<file path="src/rtl/smcfg_pkg.sv">
// Purpose: constants and types of the static memory timing block
// Assumes: four 32-bit registers per chip select, 16-byte stride
// Notes:   field positions are bit offsets inside each register
package smcfg_pkg;
  // ==========================================================
  // register map
  localparam int         REG_STRIDE = 16;  // bytes per chip select
  localparam logic [1:0] SETUP_IDX  = 2'h0;
  localparam logic [1:0] PULSE_IDX  = 2'h1;
  localparam logic [1:0] CYCLE_IDX  = 2'h2;
  localparam logic [1:0] MODE_IDX   = 2'h3;
  localparam logic [1:0] STAT_IDX   = 2'h0; // word after the last set
  // reset values and writable bits
  localparam logic [31:0] SETUP_RST  = 32'h00000000;
  localparam logic [31:0] PULSE_RST  = 32'h01010101;
  localparam logic [31:0] CYCLE_RST  = 32'h00010001;
  localparam logic [31:0] MODE_RST   = 32'h10001000;
  localparam logic [31:0] SETUP_MASK = 32'h3f3f3f3f;
  localparam logic [31:0] PULSE_MASK = 32'h7f7f7f7f;
  localparam logic [31:0] CYCLE_MASK = 32'h01ff01ff;
  localparam logic [31:0] MODE_MASK  = 32'h311f3133;
  // ==========================================================
  // field positions
  localparam int WS_LSB   = 0;   // write strobe
  localparam int WC_LSB   = 8;   // write chip select
  localparam int RS_LSB   = 16;  // read strobe
  localparam int RC_LSB   = 24;  // read chip select
  localparam int WCYC_LSB = 0;
  localparam int RCYC_LSB = 16;
  localparam int RD_CTL_BIT  = 0;
  localparam int WR_CTL_BIT  = 1;
  localparam int WAIT_LSB    = 4;
  localparam int BAT_BIT     = 8;
  localparam int DBW_LSB     = 12;
  localparam int TDF_LSB     = 16;
  localparam int TDF_OPT_BIT = 20;
  localparam int PAGE_EN_BIT = 24;
  localparam int PS_LSB      = 28;
  // ==========================================================
  // timing weights in clock cycles
  localparam logic [10:0] SETUP_HI = 11'h080;  // 128
  localparam logic [10:0] PULSE_HI = 11'h100;  // 256
  localparam logic [10:0] CYC_HI   = 11'h100;  // 256
  // ==========================================================
  // encodings
  typedef enum logic [1:0] {
    WAIT_OFF    = 2'b00,
    WAIT_RSVD   = 2'b01,
    WAIT_FROZEN = 2'b10,
    WAIT_READY  = 2'b11
  } smcfg_wait_t;
  localparam logic [1:0] BUS8  = 2'b00;
  localparam logic [1:0] BUS16 = 2'b01;
  localparam logic [1:0] BUS32 = 2'b10;
  typedef enum logic [1:0] {
    ST_IDLE = 2'b00,
    ST_PREP = 2'b01,
    ST_RUN  = 2'b10
  } smcfg_state_t;
endpackage

</file>
<file path="src/rtl/smcfg_top.sv">
// Purpose: per chip select timing registers and strobe waveforms
// Assumes: apb slave, one access engine shared by all chip selects
// Notes:   timing copy in use is refreshed on each mode write
//
// Contract
// RULE1 - four registers per chip select, 16-byte stride
// RULE2 - mode write completes and activates configuration
// RULE3 - setup length is 128*bit5 plus bits4:0
// RULE4 - pulse length is 256*bit6 plus bits5:0
// RULE5 - software programs pulses of one cycle minimum
// RULE6 - page reads: first long pulse, then short
// RULE7 - cycle length is bits8:7*256 plus bits6:0
// RULE8 - hold fills cycle after setup and pulse
// RULE9 - read control bit picks strobe or select
// RULE10 - write control bit picks strobe or select
// RULE11 - float optimisation overlaps next setup
// RULE12 - wait mode: off, reserved, frozen, ready
// RULE13 - wait sampled only in controlling pulse
// RULE14 - software programs hold when wait used
// RULE15 - frozen: waveform stalls while wait low
// RULE16 - ready: pulse end extends while wait low
// RULE17 - byte write type uses per-byte strobes
// RULE18 - byte select type uses select lines
// RULE19 - bus width field: 8, 16, 32, reserved
// RULE20 - float cycles plus one block other selects
// RULE21 - page enable selects burst page reads
// RULE22 - page size 4, 8, 16, 32 bytes
// RULE23 - new page on select or page change
// RULE24 - page reads hold strobe and select low
// RULE25 - strobes follow setup, pulse and cycle counts
// RULE26 - reserved wait and width codes fall back
//
// The APB register port was chosen for this implementation.
`timescale 1ns/1ps
module smcfg_top #(
  parameter int NUM_CS = 8,
  parameter int CSW    = 3,
  parameter int AW     = 8
) (
  // clock and reset
  input  wire logic              i_sys_clk,
  input  wire logic              i_rst,
  // apb slave
  input  wire logic              i_psel,
  input  wire logic              i_penable,
  input  wire logic              i_pwrite,
  input  wire logic [AW-1:0]     i_paddr,
  input  wire logic [31:0]       i_pwdata,
  output logic                   o_pready,
  output logic                   o_pslverr,
  output logic [31:0]            o_prdata,
  // access requests
  input  wire logic              i_acc_req,
  input  wire logic              i_acc_write,
  input  wire logic [CSW-1:0]    i_acc_cs,
  input  wire logic [25:0]       i_acc_addr,
  input  wire logic [3:0]        i_acc_be,
  output logic                   o_acc_ready,
  output logic                   o_acc_done,
  output logic                   o_cfg_loaded,
  // memory pins
  input  wire logic              i_external_wait_n,
  output logic [NUM_CS-1:0]      o_chip_select_n,
  output logic                   o_read_strobe_n,
  output logic                   o_write_strobe_n,
  output logic [3:0]             o_byte_select_n,
  output logic [3:0]             o_byte_write_strobe_n
);
  // ==========================================================
  // decode helpers
  function automatic logic [10:0] setup_len(input logic [5:0] f);
    setup_len = (f[5] ? smcfg_pkg::SETUP_HI : 11'h000)
              + {6'h00, f[4:0]}; // RULE3
  endfunction
  function automatic logic [10:0] pulse_len(input logic [6:0] f);
    pulse_len = (f[6] ? smcfg_pkg::PULSE_HI : 11'h000)
              + {5'h00, f[5:0]}; // RULE4
  endfunction
  function automatic logic [10:0] cycle_len(input logic [8:0] f);
    cycle_len = ({9'h000, f[8:7]} * smcfg_pkg::CYC_HI)
              + {4'h0, f[6:0]}; // RULE7
  endfunction
  function automatic logic [25:0] page_mask(input logic [1:0] ps);
    page_mask = ~((26'h0000004 << ps) - 26'h0000001); // RULE22
  endfunction
  function automatic logic [3:0] lane_mask(input logic [1:0] data_bus_width);
    case (data_bus_width) // RULE19
      smcfg_pkg::BUS16: lane_mask = 4'h3;
      smcfg_pkg::BUS32: lane_mask = 4'hf;
      default:          lane_mask = 4'h0; // RULE26
    endcase
  endfunction
  function automatic logic [31:0] reg_mask(input logic [1:0] k);
    case (k)
      smcfg_pkg::SETUP_IDX: reg_mask = smcfg_pkg::SETUP_MASK;
      smcfg_pkg::PULSE_IDX: reg_mask = smcfg_pkg::PULSE_MASK;
      smcfg_pkg::CYCLE_IDX: reg_mask = smcfg_pkg::CYCLE_MASK;
      default:              reg_mask = smcfg_pkg::MODE_MASK;
    endcase
  endfunction
  function automatic logic [31:0] reg_rst(input logic [1:0] k);
    case (k)
      smcfg_pkg::SETUP_IDX: reg_rst = smcfg_pkg::SETUP_RST;
      smcfg_pkg::PULSE_IDX: reg_rst = smcfg_pkg::PULSE_RST;
      smcfg_pkg::CYCLE_IDX: reg_rst = smcfg_pkg::CYCLE_RST;
      default:              reg_rst = smcfg_pkg::MODE_RST;
    endcase
  endfunction

  // ==========================================================
  // apb decode
  logic [AW-5:0]          bus_set;
  logic [1:0]             bus_word;
  logic                   is_cfg;
  logic                   is_stat;
  logic                   apb_setup;
  logic                   apb_wr;
  logic                   mode_wr;
  logic [31:0]            wr_val;
  logic [31:0]            cfg_reg [NUM_CS][4];
  logic [31:0]            act_reg [NUM_CS][4];
  logic                   pready_reg;
  logic                   pslverr_reg;
  logic [31:0]            prdata_reg;
  logic                   cfg_loaded_reg;
  logic [31:0]            status;

  // set index and word inside the set
  assign bus_set   = i_paddr[AW-1:4];
  assign bus_word  = i_paddr[3:2];
  assign is_cfg    = (i_paddr[1:0] == 2'h0)
                   && ({1'b0, bus_set} < (AW-3)'(NUM_CS)); // RULE1
  assign is_stat   = (i_paddr[1:0] == 2'h0)
                   && ({1'b0, bus_set} == (AW-3)'(NUM_CS))
                   && (bus_word == smcfg_pkg::STAT_IDX);
  assign apb_setup = i_psel & ~i_penable;
  assign apb_wr    = i_psel & i_penable & i_pwrite & pready_reg;
  assign mode_wr   = apb_wr & is_cfg
                   & (bus_word == smcfg_pkg::MODE_IDX); // RULE2
  assign wr_val    = i_pwdata & reg_mask(bus_word);

  // software copy, read back as written with unwritable bits cleared
  always_ff @(posedge i_sys_clk or posedge i_rst) begin
    if (i_rst) begin
      for (int c = 0; c < NUM_CS; c++) begin
        for (int k = 0; k < 4; k++) begin
          cfg_reg[c][k] <= reg_rst(2'(k));
        end
      end
    end else if (apb_wr && is_cfg) begin
      cfg_reg[bus_set[CSW-1:0]][bus_word] <= wr_val; // RULE1
    end
  end

  // copy used by the engine, taken whole on a mode write
  always_ff @(posedge i_sys_clk or posedge i_rst) begin
    if (i_rst) begin
      for (int c = 0; c < NUM_CS; c++) begin
        for (int k = 0; k < 4; k++) begin
          act_reg[c][k] <= reg_rst(2'(k));
        end
      end
    end else if (mode_wr) begin
      for (int c = 0; c < NUM_CS; c++) begin
        for (int k = 0; k < 4; k++) begin
          act_reg[c][k] <= (c == int'(bus_set) && k == 3)
                         ? wr_val : cfg_reg[c][k]; // RULE2
        end
      end
    end
  end

  // apb answer: one wait-free access phase
  always_ff @(posedge i_sys_clk or posedge i_rst) begin
    if (i_rst) begin
      pready_reg     <= 1'b0;
      pslverr_reg    <= 1'b0;
      prdata_reg     <= 32'h00000000;
      cfg_loaded_reg <= 1'b0;
    end else begin
      pready_reg     <= apb_setup;
      pslverr_reg    <= apb_setup & ~is_cfg & ~is_stat;
      cfg_loaded_reg <= mode_wr; // RULE2
      if (apb_setup) begin
        prdata_reg <= is_cfg ? cfg_reg[bus_set[CSW-1:0]][bus_word]
                    : (is_stat ? status : 32'h00000000);
      end
    end
  end

  assign o_pready     = pready_reg;
  assign o_pslverr    = pslverr_reg;
  assign o_prdata     = prdata_reg;
  assign o_cfg_loaded = cfg_loaded_reg;

  // ==========================================================
  // access engine
  smcfg_pkg::smcfg_state_t state_reg;
  smcfg_pkg::smcfg_state_t state_next;
  logic [10:0]            cnt_reg;
  logic [10:0]            cnt_next;
  logic [10:0]            str_on_reg;
  logic [10:0]            str_off_reg;
  logic [10:0]            cs_on_reg;
  logic [10:0]            cs_off_reg;
  logic [10:0]            ctl_on_reg;
  logic [10:0]            ctl_off_reg;
  logic [10:0]            len_reg;
  logic [1:0]             wmode_reg;
  logic [CSW-1:0]         cur_cs_reg;
  logic                   cur_wr_reg;
  logic                   cur_bat_reg;
  logic                   cur_page_reg;
  logic [3:0]             cur_lane_reg;
  logic [25:0]            cur_base_reg;
  logic [3:0]             tdf_reg;
  logic                   tdf_opt_reg;
  logic [4:0]             float_reg;
  logic [CSW-1:0]         float_cs_reg;
  logic                   float_opt_reg;
  logic                   pg_valid_reg;
  logic [CSW-1:0]         pg_cs_reg;
  logic [25:0]            pg_base_reg;
  logic                   ready_reg;
  logic                   done_reg;
  logic [31:0]            st;
  logic [31:0]            pu;
  logic [31:0]            cy;
  logic [31:0]            md;
  logic                   ld_page;
  logic                   new_page;
  logic [10:0]            ld_str_on;
  logic [10:0]            ld_str_off;
  logic [10:0]            ld_cs_on;
  logic [10:0]            ld_cs_off;
  logic [10:0]            ld_len;
  logic                   ld_ctl_str;
  logic [10:0]            ld_ctl_on;
  logic                   gate_ok;
  logic                   accept;
  logic                   in_pulse;
  logic                   hold;
  logic                   last;

  // timing of the requested chip select
  always_comb begin
    st = act_reg[i_acc_cs][smcfg_pkg::SETUP_IDX];
    pu = act_reg[i_acc_cs][smcfg_pkg::PULSE_IDX];
    cy = act_reg[i_acc_cs][smcfg_pkg::CYCLE_IDX];
    md = act_reg[i_acc_cs][smcfg_pkg::MODE_IDX];
    ld_page  = md[smcfg_pkg::PAGE_EN_BIT] & ~i_acc_write; // RULE21
    new_page = ~pg_valid_reg || (pg_cs_reg != i_acc_cs)
             || ((i_acc_addr & page_mask(md[smcfg_pkg::PS_LSB +: 2]))
                 != pg_base_reg); // RULE23
    if (i_acc_write) begin
      ld_str_on  = setup_len(st[smcfg_pkg::WS_LSB +: 6]);
      ld_str_off = ld_str_on + pulse_len(pu[smcfg_pkg::WS_LSB +: 7]);
      ld_cs_on   = setup_len(st[smcfg_pkg::WC_LSB +: 6]);
      ld_cs_off  = ld_cs_on + pulse_len(pu[smcfg_pkg::WC_LSB +: 7]);
      ld_len     = cycle_len(cy[smcfg_pkg::WCYC_LSB +: 9]);
      ld_ctl_str = md[smcfg_pkg::WR_CTL_BIT]; // RULE10
    end else if (ld_page) begin
      ld_str_on  = 11'h000; // RULE24
      ld_cs_on   = 11'h000;
      ld_len     = new_page ? pulse_len(pu[smcfg_pkg::RC_LSB +: 7])
                 : pulse_len(pu[smcfg_pkg::RS_LSB +: 7]); // RULE6
      ld_str_off = ld_len;
      ld_cs_off  = ld_len;
      ld_ctl_str = 1'b1;
    end else begin
      ld_str_on  = setup_len(st[smcfg_pkg::RS_LSB +: 6]);
      ld_str_off = ld_str_on + pulse_len(pu[smcfg_pkg::RS_LSB +: 7]);
      ld_cs_on   = setup_len(st[smcfg_pkg::RC_LSB +: 6]);
      ld_cs_off  = ld_cs_on + pulse_len(pu[smcfg_pkg::RC_LSB +: 7]);
      ld_len     = cycle_len(cy[smcfg_pkg::RCYC_LSB +: 9]);
      ld_ctl_str = md[smcfg_pkg::RD_CTL_BIT]; // RULE9
    end
    ld_ctl_on = ld_ctl_str ? ld_str_on : ld_cs_on;
  end

  // float period of a previous read keeps other selects off the bus
  assign gate_ok = (float_reg == 5'h00) || (i_acc_cs == float_cs_reg)
                 || (float_opt_reg
                     && ({6'h00, float_reg} <= ld_ctl_on)); // RULE11
  assign accept  = (state_reg == smcfg_pkg::ST_IDLE) & i_acc_req
                 & ready_reg & gate_ok; // RULE20

  // wait input only matters inside the controlling pulse
  assign in_pulse = (cnt_reg >= ctl_on_reg)
                  && (cnt_reg < ctl_off_reg); // RULE13
  always_comb begin
    hold = 1'b0;
    if ((state_reg == smcfg_pkg::ST_RUN) && !i_external_wait_n) begin
      case (wmode_reg)
        smcfg_pkg::WAIT_FROZEN: hold = in_pulse; // RULE15
        smcfg_pkg::WAIT_READY:
          hold = (cnt_reg == ctl_off_reg - 11'h001); // RULE16
        default: hold = 1'b0; // RULE12
      endcase
    end
  end
  assign last = (state_reg == smcfg_pkg::ST_RUN) & ~hold
              & (cnt_reg + 11'h001 >= len_reg); // RULE8

  // state and counter steps
  always_comb begin
    state_next = state_reg;
    cnt_next   = cnt_reg;
    case (state_reg)
      smcfg_pkg::ST_IDLE: begin
        if (accept) begin
          state_next = smcfg_pkg::ST_PREP;
        end
      end
      smcfg_pkg::ST_PREP: begin
        state_next = smcfg_pkg::ST_RUN;
        cnt_next   = 11'h000;
      end
      smcfg_pkg::ST_RUN: begin
        if (last) begin
          state_next = smcfg_pkg::ST_IDLE;
        end else if (!hold) begin
          cnt_next = cnt_reg + 11'h001; // RULE25
        end
      end
      default: state_next = smcfg_pkg::ST_IDLE;
    endcase
  end

  // engine state
  always_ff @(posedge i_sys_clk or posedge i_rst) begin
    if (i_rst) begin
      state_reg <= smcfg_pkg::ST_IDLE;
      cnt_reg   <= 11'h000;
      ready_reg <= 1'b0;
      done_reg  <= 1'b0;
    end else begin
      state_reg <= state_next;
      cnt_reg   <= cnt_next;
      ready_reg <= (state_next == smcfg_pkg::ST_IDLE) & ~last;
      done_reg  <= last;
    end
  end

  // timing taken at acceptance
  always_ff @(posedge i_sys_clk or posedge i_rst) begin
    if (i_rst) begin
      str_on_reg   <= 11'h000;
      str_off_reg  <= 11'h000;
      cs_on_reg    <= 11'h000;
      cs_off_reg   <= 11'h000;
      ctl_on_reg   <= 11'h000;
      ctl_off_reg  <= 11'h000;
      len_reg      <= 11'h000;
      wmode_reg    <= smcfg_pkg::WAIT_OFF;
      cur_cs_reg   <= '0;
      cur_wr_reg   <= 1'b0;
      cur_bat_reg  <= 1'b0;
      cur_page_reg <= 1'b0;
      cur_lane_reg <= 4'h0;
      cur_base_reg <= 26'h0000000;
      tdf_reg      <= 4'h0;
      tdf_opt_reg  <= 1'b0;
    end else if (accept) begin
      str_on_reg   <= ld_str_on;
      str_off_reg  <= ld_str_off;
      cs_on_reg    <= ld_cs_on;
      cs_off_reg   <= ld_cs_off;
      ctl_on_reg   <= ld_ctl_on;
      ctl_off_reg  <= ld_ctl_str ? ld_str_off : ld_cs_off;
      len_reg      <= ld_len;
      wmode_reg    <= (md[smcfg_pkg::WAIT_LSB +: 2]
                       == smcfg_pkg::WAIT_RSVD) ? smcfg_pkg::WAIT_OFF
                    : md[smcfg_pkg::WAIT_LSB +: 2]; // RULE26
      cur_cs_reg   <= i_acc_cs;
      cur_wr_reg   <= i_acc_write;
      cur_bat_reg  <= md[smcfg_pkg::BAT_BIT];
      cur_page_reg <= ld_page;
      cur_lane_reg <= i_acc_be
                    & lane_mask(md[smcfg_pkg::DBW_LSB +: 2]); // RULE17
      cur_base_reg <= i_acc_addr & page_mask(md[smcfg_pkg::PS_LSB +: 2]);
      tdf_reg      <= md[smcfg_pkg::TDF_LSB +: 4];
      tdf_opt_reg  <= md[smcfg_pkg::TDF_OPT_BIT];
    end
  end

  // float counter starts at the rise of the read controlling signal
  always_ff @(posedge i_sys_clk or posedge i_rst) begin
    if (i_rst) begin
      float_reg     <= 5'h00;
      float_cs_reg  <= '0;
      float_opt_reg <= 1'b0;
    end else if ((state_reg == smcfg_pkg::ST_RUN) && !cur_wr_reg
                 && !hold && (cnt_reg == ctl_off_reg - 11'h001)) begin
      float_reg     <= {1'b0, tdf_reg} + 5'h01; // RULE20
      float_cs_reg  <= cur_cs_reg;
      float_opt_reg <= tdf_opt_reg;
    end else if (float_reg != 5'h00) begin
      float_reg <= float_reg - 5'h01;
    end
  end

  // page tracking; any other access breaks the page
  always_ff @(posedge i_sys_clk or posedge i_rst) begin
    if (i_rst) begin
      pg_valid_reg <= 1'b0;
      pg_cs_reg    <= '0;
      pg_base_reg  <= 26'h0000000;
    end else if (last) begin
      pg_valid_reg <= cur_page_reg; // RULE23
      pg_cs_reg    <= cur_cs_reg;
      pg_base_reg  <= cur_base_reg;
    end
  end

  assign status = {19'h00000, float_reg, 3'h0, pg_valid_reg,
                   2'h0, state_reg};

  // ==========================================================
  // pin waveforms from the next counter value
  logic                   run_n;
  logic                   str_low;
  logic                   cs_low;
  logic [NUM_CS-1:0]      cs_n_reg;
  logic                   rd_n_reg;
  logic                   wr_n_reg;
  logic [3:0]             bs_n_reg;
  logic [3:0]             bw_n_reg;

  assign run_n   = (state_next == smcfg_pkg::ST_RUN);
  assign str_low = run_n && (cnt_next >= str_on_reg)
                 && (cnt_next < str_off_reg); // RULE25
  assign cs_low  = run_n && (cnt_next >= cs_on_reg)
                 && (cnt_next < cs_off_reg);

  always_ff @(posedge i_sys_clk or posedge i_rst) begin
    if (i_rst) begin
      cs_n_reg <= '1;
      rd_n_reg <= 1'b1;
      wr_n_reg <= 1'b1;
      bs_n_reg <= 4'hf;
      bw_n_reg <= 4'hf;
    end else begin
      cs_n_reg <= ~(NUM_CS'(cs_low) << cur_cs_reg);
      rd_n_reg <= ~(str_low & ~cur_wr_reg);
      if (cur_bat_reg && cur_lane_reg != 4'h0) begin
        wr_n_reg <= 1'b1; // RULE17
        bw_n_reg <= ~({4{str_low & cur_wr_reg}} & cur_lane_reg);
        bs_n_reg <= 4'hf;
      end else begin
        wr_n_reg <= ~(str_low & cur_wr_reg); // RULE18
        bw_n_reg <= 4'hf;
        bs_n_reg <= ~({4{cs_low}} & cur_lane_reg);
      end
    end
  end

  assign o_chip_select_n       = cs_n_reg;
  assign o_read_strobe_n       = rd_n_reg;
  assign o_write_strobe_n      = wr_n_reg;
  assign o_byte_select_n       = bs_n_reg;
  assign o_byte_write_strobe_n = bw_n_reg;
  assign o_acc_ready           = ready_reg;
  assign o_acc_done            = done_reg;

  // ==========================================================
  // checks
  cfg_load_a: assert property (@(posedge i_sys_clk) disable iff (i_rst)
    mode_wr |=> o_cfg_loaded ##1 !o_cfg_loaded) // RULE2
    else $error("mode write did not load configuration");
  apb_answer_a: assert property (@(posedge i_sys_clk) disable iff (i_rst)
    apb_setup && !is_cfg && !is_stat |=> o_pready && o_pslverr
    && o_prdata == 32'h00000000) // RULE1
    else $error("unmapped access not refused");
  strobe_excl_a: assert property (@(posedge i_sys_clk) disable iff (i_rst)
    !(!o_read_strobe_n && !o_write_strobe_n)) // RULE25
    else $error("read and write strobes both low");
  frozen_hold_a: assert property (@(posedge i_sys_clk) disable iff (i_rst)
    state_reg == smcfg_pkg::ST_RUN && wmode_reg == smcfg_pkg::WAIT_FROZEN
    && in_pulse && !i_external_wait_n |=> $stable(cnt_reg)) // RULE15
    else $error("frozen wait did not stall waveform");
  ready_hold_a: assert property (@(posedge i_sys_clk) disable iff (i_rst)
    state_reg == smcfg_pkg::ST_RUN && wmode_reg == smcfg_pkg::WAIT_READY
    && cnt_reg == ctl_off_reg - 11'h001 && !i_external_wait_n
    |=> state_reg == smcfg_pkg::ST_RUN && $stable(cnt_reg)) // RULE16
    else $error("ready wait did not extend pulse");
  wait_ignore_a: assert property (@(posedge i_sys_clk) disable iff (i_rst)
    state_reg == smcfg_pkg::ST_RUN && !in_pulse && !last
    |=> cnt_reg == $past(cnt_reg) + 11'h001) // RULE13
    else $error("wait acted outside the pulse");
  float_gate_a: assert property (@(posedge i_sys_clk) disable iff (i_rst)
    accept && i_acc_cs != float_cs_reg && !float_opt_reg
    |-> float_reg == 5'h00) // RULE20
    else $error("access started inside float period");
  page_same_a: assert property (@(posedge i_sys_clk) disable iff (i_rst)
    cur_page_reg && state_reg == smcfg_pkg::ST_RUN
    |-> o_read_strobe_n == o_chip_select_n[cur_cs_reg]) // RULE24
    else $error("page read strobe and select differ");
  end_done_a: assert property (@(posedge i_sys_clk) disable iff (i_rst)
    last |=> o_acc_done && o_chip_select_n == '1
    && o_read_strobe_n ##1 !o_acc_done && o_acc_ready) // RULE8
    else $error("access end not signalled");
endmodule

</file>
<file path="config.mk">
export PLATFORM = sky130hd
export DESIGN_NAME = smcfg_top
export DESIGN_NICKNAME = d
export VERILOG_FILES = /design/src/rtl/smcfg_pkg.sv /design/src/rtl/smcfg_top.sv
export SDC_FILE = /design/constraint.sdc
export NUM_CORES = 2
export LEC_CHECK = 0
export BUFFER_PORTS_ARGS = -buffer_cell sky130_fd_sc_hd__buf_2
export CAP_MARGIN = 20
export CORE_UTILIZATION = 60
export DETAILED_ROUTE_END_ITERATION = 7
export GPL_ROUTABILITY_DRIVEN = 0
export PLACE_DENSITY = 0.85
export SYNTH_ARGS = -nofsm -noshare
export SYNTH_HDL_FRONTEND = slang
export SYNTH_SLANG_ARGS = --single-unit
</file>
<file path="constraint.sdc">
create_clock -name i_sys_clk -period 72.7 [get_ports i_sys_clk]
set_clock_uncertainty 0.15 [all_clocks]
set_input_delay 7.27 -clock i_sys_clk [delete_from_list [all_inputs] [get_ports i_sys_clk]]
set_output_delay 7.27 -clock i_sys_clk [all_outputs]
set_load 0.01 [all_outputs]
</file>
==> flow_metrics.env <==
export IMPL_status="finished with violations"
export IMPL_violations="design-rule violations"
export IMPL_grt_pass1_wl_mm=363.6
export IMPL_vdd_drop_max_v=0.00002284
export IMPL_register_area_mm2=0.04610
export IMPL_synth_seq_cells=1835
export IMPL_critPathArrivalTime_ns=13.81
export IMPL_ys_types=79
export IMPL_finalMaxSlewViolations=0
export IMPL_path_class="input pin to flop"
export IMPL_layout_commonest_cell="dfrtp_1"
export IMPL_die_area_mm2=0.1429
export IMPL_worst_slew_pin_slew_ns=1.148
export IMPL_routed_wl_mm=238.2
export IMPL_critPathSlowestCell="buf_4"
export IMPL_synth_warnings=0
export IMPL_cts_sinks=1835
export IMPL_ant_nets=0
export IMPL_yosysSeqAreaShare=0.5433
export IMPL_first_pass_iters=8
export IMPL_io_pins=136
export IMPL_final_util=0.6628
export IMPL_sw_frac_of_total=0.2592
export IMPL_synth_edf_count=0
export IMPL_relSlewSlack=0.2127
export IMPL_leakage_nw=42.89
export IMPL_track_usage=0.3411
export IMPL_std_cell_rows=137
export IMPL_p_seq_frac=0.488
export IMPL_synth_area_mm2=0.08486
export IMPL_placedCellCount=8206
export IMPL_die_h_um=378.1
export IMPL_cts_hold_buf=0
export IMPL_coreArea_mm2=0.1399
export IMPL_fin_crit_sh=0.1827
export IMPL_start_util=0.6067
export IMPL_cts_setup_buffers=0
export IMPL_tritoncts="built"
export IMPL_drt_iter0_drc=6934
export IMPL_tns_ns=0
export IMPL_p_switching_mw=0.5733
export IMPL_holdPathStages=2
export IMPL_syn_avg_cell_area_um2=12.78
export IMPL_start_kind="input pin"
export IMPL_power_internal_mw=1.638
export IMPL_combPwrFrac=0.098
export IMPL_drive_gt1_frac=0.3311
export IMPL_pwr_share_clk=0.415
export IMPL_vias_per_cell=6.713
export IMPL_cpMostUsedCell="buf_4"
export IMPL_critPathTopFamily="buffers and inverters"
export IMPL_worst_path_buf_inv=4
export IMPL_die_x_um=378.1
export IMPL_ys_flop_type="dfrtp_1"
export IMPL_htree_levels=4
export IMPL_cts_made_buffers=175
export IMPL_final_nets=6694
export IMPL_synthArstFlopShare=1.000
export IMPL_crit_fanout=85
export IMPL_maxCapViolations=0
export IMPL_grt_setup_unrepaired="no"
export IMPL_grt_start_max_net_pins=187
export IMPL_cts_resized_gates=0
export IMPL_vias=57370
export IMPL_end_kind="flop"
export IMPL_detail_route_wl_per_cell_um=27.87
export IMPL_timing_rr_start="cnt_reg[2]$_DFF_PP0_"
export IMPL_overflow=0
export IMPL_drcViolationCount=6
export IMPL_reg2regPathDepth=17
export IMPL_r2r_setup_slack_ns=66.69
export IMPL_hp_start="cur_base_reg[12]$_DFFE_PP0P_"
export IMPL_timing_rr_end="o_byte_write_strobe_n[1]$_DFF_PP1_"
export IMPL_min_to="cur_base_reg[12]$_DFFE_PP0P_"
export IMPL_finalNonFillerCells=8546
export IMPL_n_fill_cell=9256
export IMPL_largest_register_ffs=960
export IMPL_multiInputGateArea_mm2=0.03635
export IMPL_critPathMaxStageDelay_ns=0.82
export IMPL_finalSetupViolCount=0
export IMPL_min_path_type="flop to flop"
export IMPL_clock_root_buffer="clkbuf_16"
export IMPL_syn_inst=6642
export IMPL_fin_crit_ns=13.28
export IMPL_dp_hpwl_mm=143.1
export IMPL_grt_pass1_vias=58820
export IMPL_areaGrowthSynthToFinish_pct=9.258
export IMPL_max_freq_mhz=75.27
export IMPL_critPathRequiredTime_ns=73.22
export IMPL_clockBufferDepth=3
export IMPL_crit_chain="buf_8 -> buf_4 -> buf_4 -> mux4_2 -> mux2i_1 -> o22ai_1 -> mux2i_1 -> ha_1 -> nand2_1 -> o21a_1 -> o21ai_0 -> o211ai_1 -> o21ai_4 -> buf_4 -> a221oi_1 -> nand2_1 -> o221ai_1"
export IMPL_clk_latency_ns=0.84
export IMPL_antenna_found_initial=13
export IMPL_power_density_mw_per_mm2=23.85
export IMPL_clkTransAtPathRegs_ns=0.06
export IMPL_port_buffers=129
export IMPL_layout_common_cells="dfrtp_1 (1689), mux2_2 (1006), nand2_1 (932), o21ai_0 (659), mux4_2 (468)"
export IMPL_hold_viol=0
cell families (layout without fill, tap and decap cells):
logic type,count (synthesis),after routing,share of synthesized area
DFF,1835,1835,0.5433
muxes,1566,1566,0.2686
and+or+nand+nor,1412,1412,0.06926
AOI/OAI and AO/OA,1026,1026,0.06771
buffers and inverters,642,667,0.03011
adders and majority gates,94,94,0.01421
xor gates and xnor gates,66,66,0.006812
other,1,4,0.00004419
cell type report:
| class | instances | share of cell area |
|---|---|---|
| flip-flops and latches | 1835 | 0.4973 |
| multi-input cells | 4166 | 0.3921 |
| clock buffers | 263 | 0.05425 |
| well taps | 1876 | 0.02532 |
| repair buffers | 250 | 0.01946 |
| clock inverters | 63 | 0.007787 |
| inverters | 91 | 0.003806 |
| diodes | 2 | 0.00005398 |
worst max path at each step:
stage,from,end,slack [ns],depth (start not counted)
after floorplan,i_rst,act_reg[0]$_DFFE_PP0P_,13.71,1
after global placement,i_acc_cs[0],ctl_off_reg[4]$_DFFE_PP0P_,58.88,17
after detailed placement,i_acc_cs[0],ctl_off_reg[4]$_DFFE_PP0P_,58.79,17
after CTS,i_acc_cs[0],ctl_off_reg[4]$_DFFE_PP0P_,59.65,17
after global routing,i_acc_cs[0],ctl_off_reg[4]$_DFFE_PP0P_,59.20,17
final,i_acc_cs[0],ctl_off_reg[4]$_DFFE_PP0P_,59.42,17
worst register-to-register path: stages (launching register included):
cell       delay (ns)
dfrtp_1          0.62
and3_1           0.40
xor2_1           0.22
ha_1             0.26
o211a_1          0.20
a221oi_1         0.52
o21ai_0          0.19
nor2_1           0.22
nand2_1          0.16
o41ai_1          0.81
ha_1             0.40
nand4_1          0.11
nor2_1           0.06
and3_1           0.21
a221oi_1         0.30
nand4_1          0.15
a211oi_2         0.66
o2111ai_1        0.24
per-stage QoR:
step / hold slack (ns) / worst slack [ns] / cell area (µm²) / total power, mW
3_5_place_dp: 0.3033 / 58.79 / 86780 / 1.303
3_3_place_gp: 0.2988 / 58.88 / 86730 / 1.295
4_1_cts: 0.3155 / 59.65 / 92530 / 2.208
5_1_grt: 0.3387 / 59.20 / 92710 / 2.276
2_1_floorplan: 0.2848 / 13.71 / 84860 / 1.242
6_report: 0.3090 / 59.42 / 92710 / 2.212
power by group through the flow:
stage          combinational (mW)  clock (mW)  sequential, mW
6_report                    0.216       0.917            1.08
5_1_grt                     0.236       0.959            1.08
4_1_cts                     0.211       0.920            1.08
3_5_place_dp                0.208           0            1.10
3_3_place_gp                0.201           0            1.09
2_1_floorplan               0.151           0            1.09
metal layers:
metal / track usage / vias up / wire (µm)
met1: 0.4395 / 29460 / 86020
li1: - / 23560 / -
met3: 0.1036 / 925 / 28260
met2: 0.5145 / 3397 / 108100
met4: 0.1999 / 20 / 15680
met5: 0 / - / 123
Yosys cell counts, types with 26 or more instances:
library cell  count  area [µm²]
a21oi_1         124       620.6
a31oi_1          86       538.0
and2_1           40       250.2
buf_1            51       191.4
buf_2            41       205.2
clkbuf_1        437        1640
dfrtp_1        1689       42270
dfstp_2         146        3836
ha_1             90        1126
inv_1            89       334.1
mux2_2         1006       11330
mux2i_1          92       920.9
mux4_2          468       10540
nand2_1         964        3618
nand3_1          43       215.2
nor2_1          222       833.3
nor3_1           26       130.1
o21ai_0         665        3328
xnor2_1          53       464.2
Note: power is estimated with default switching activity, not from simulation.
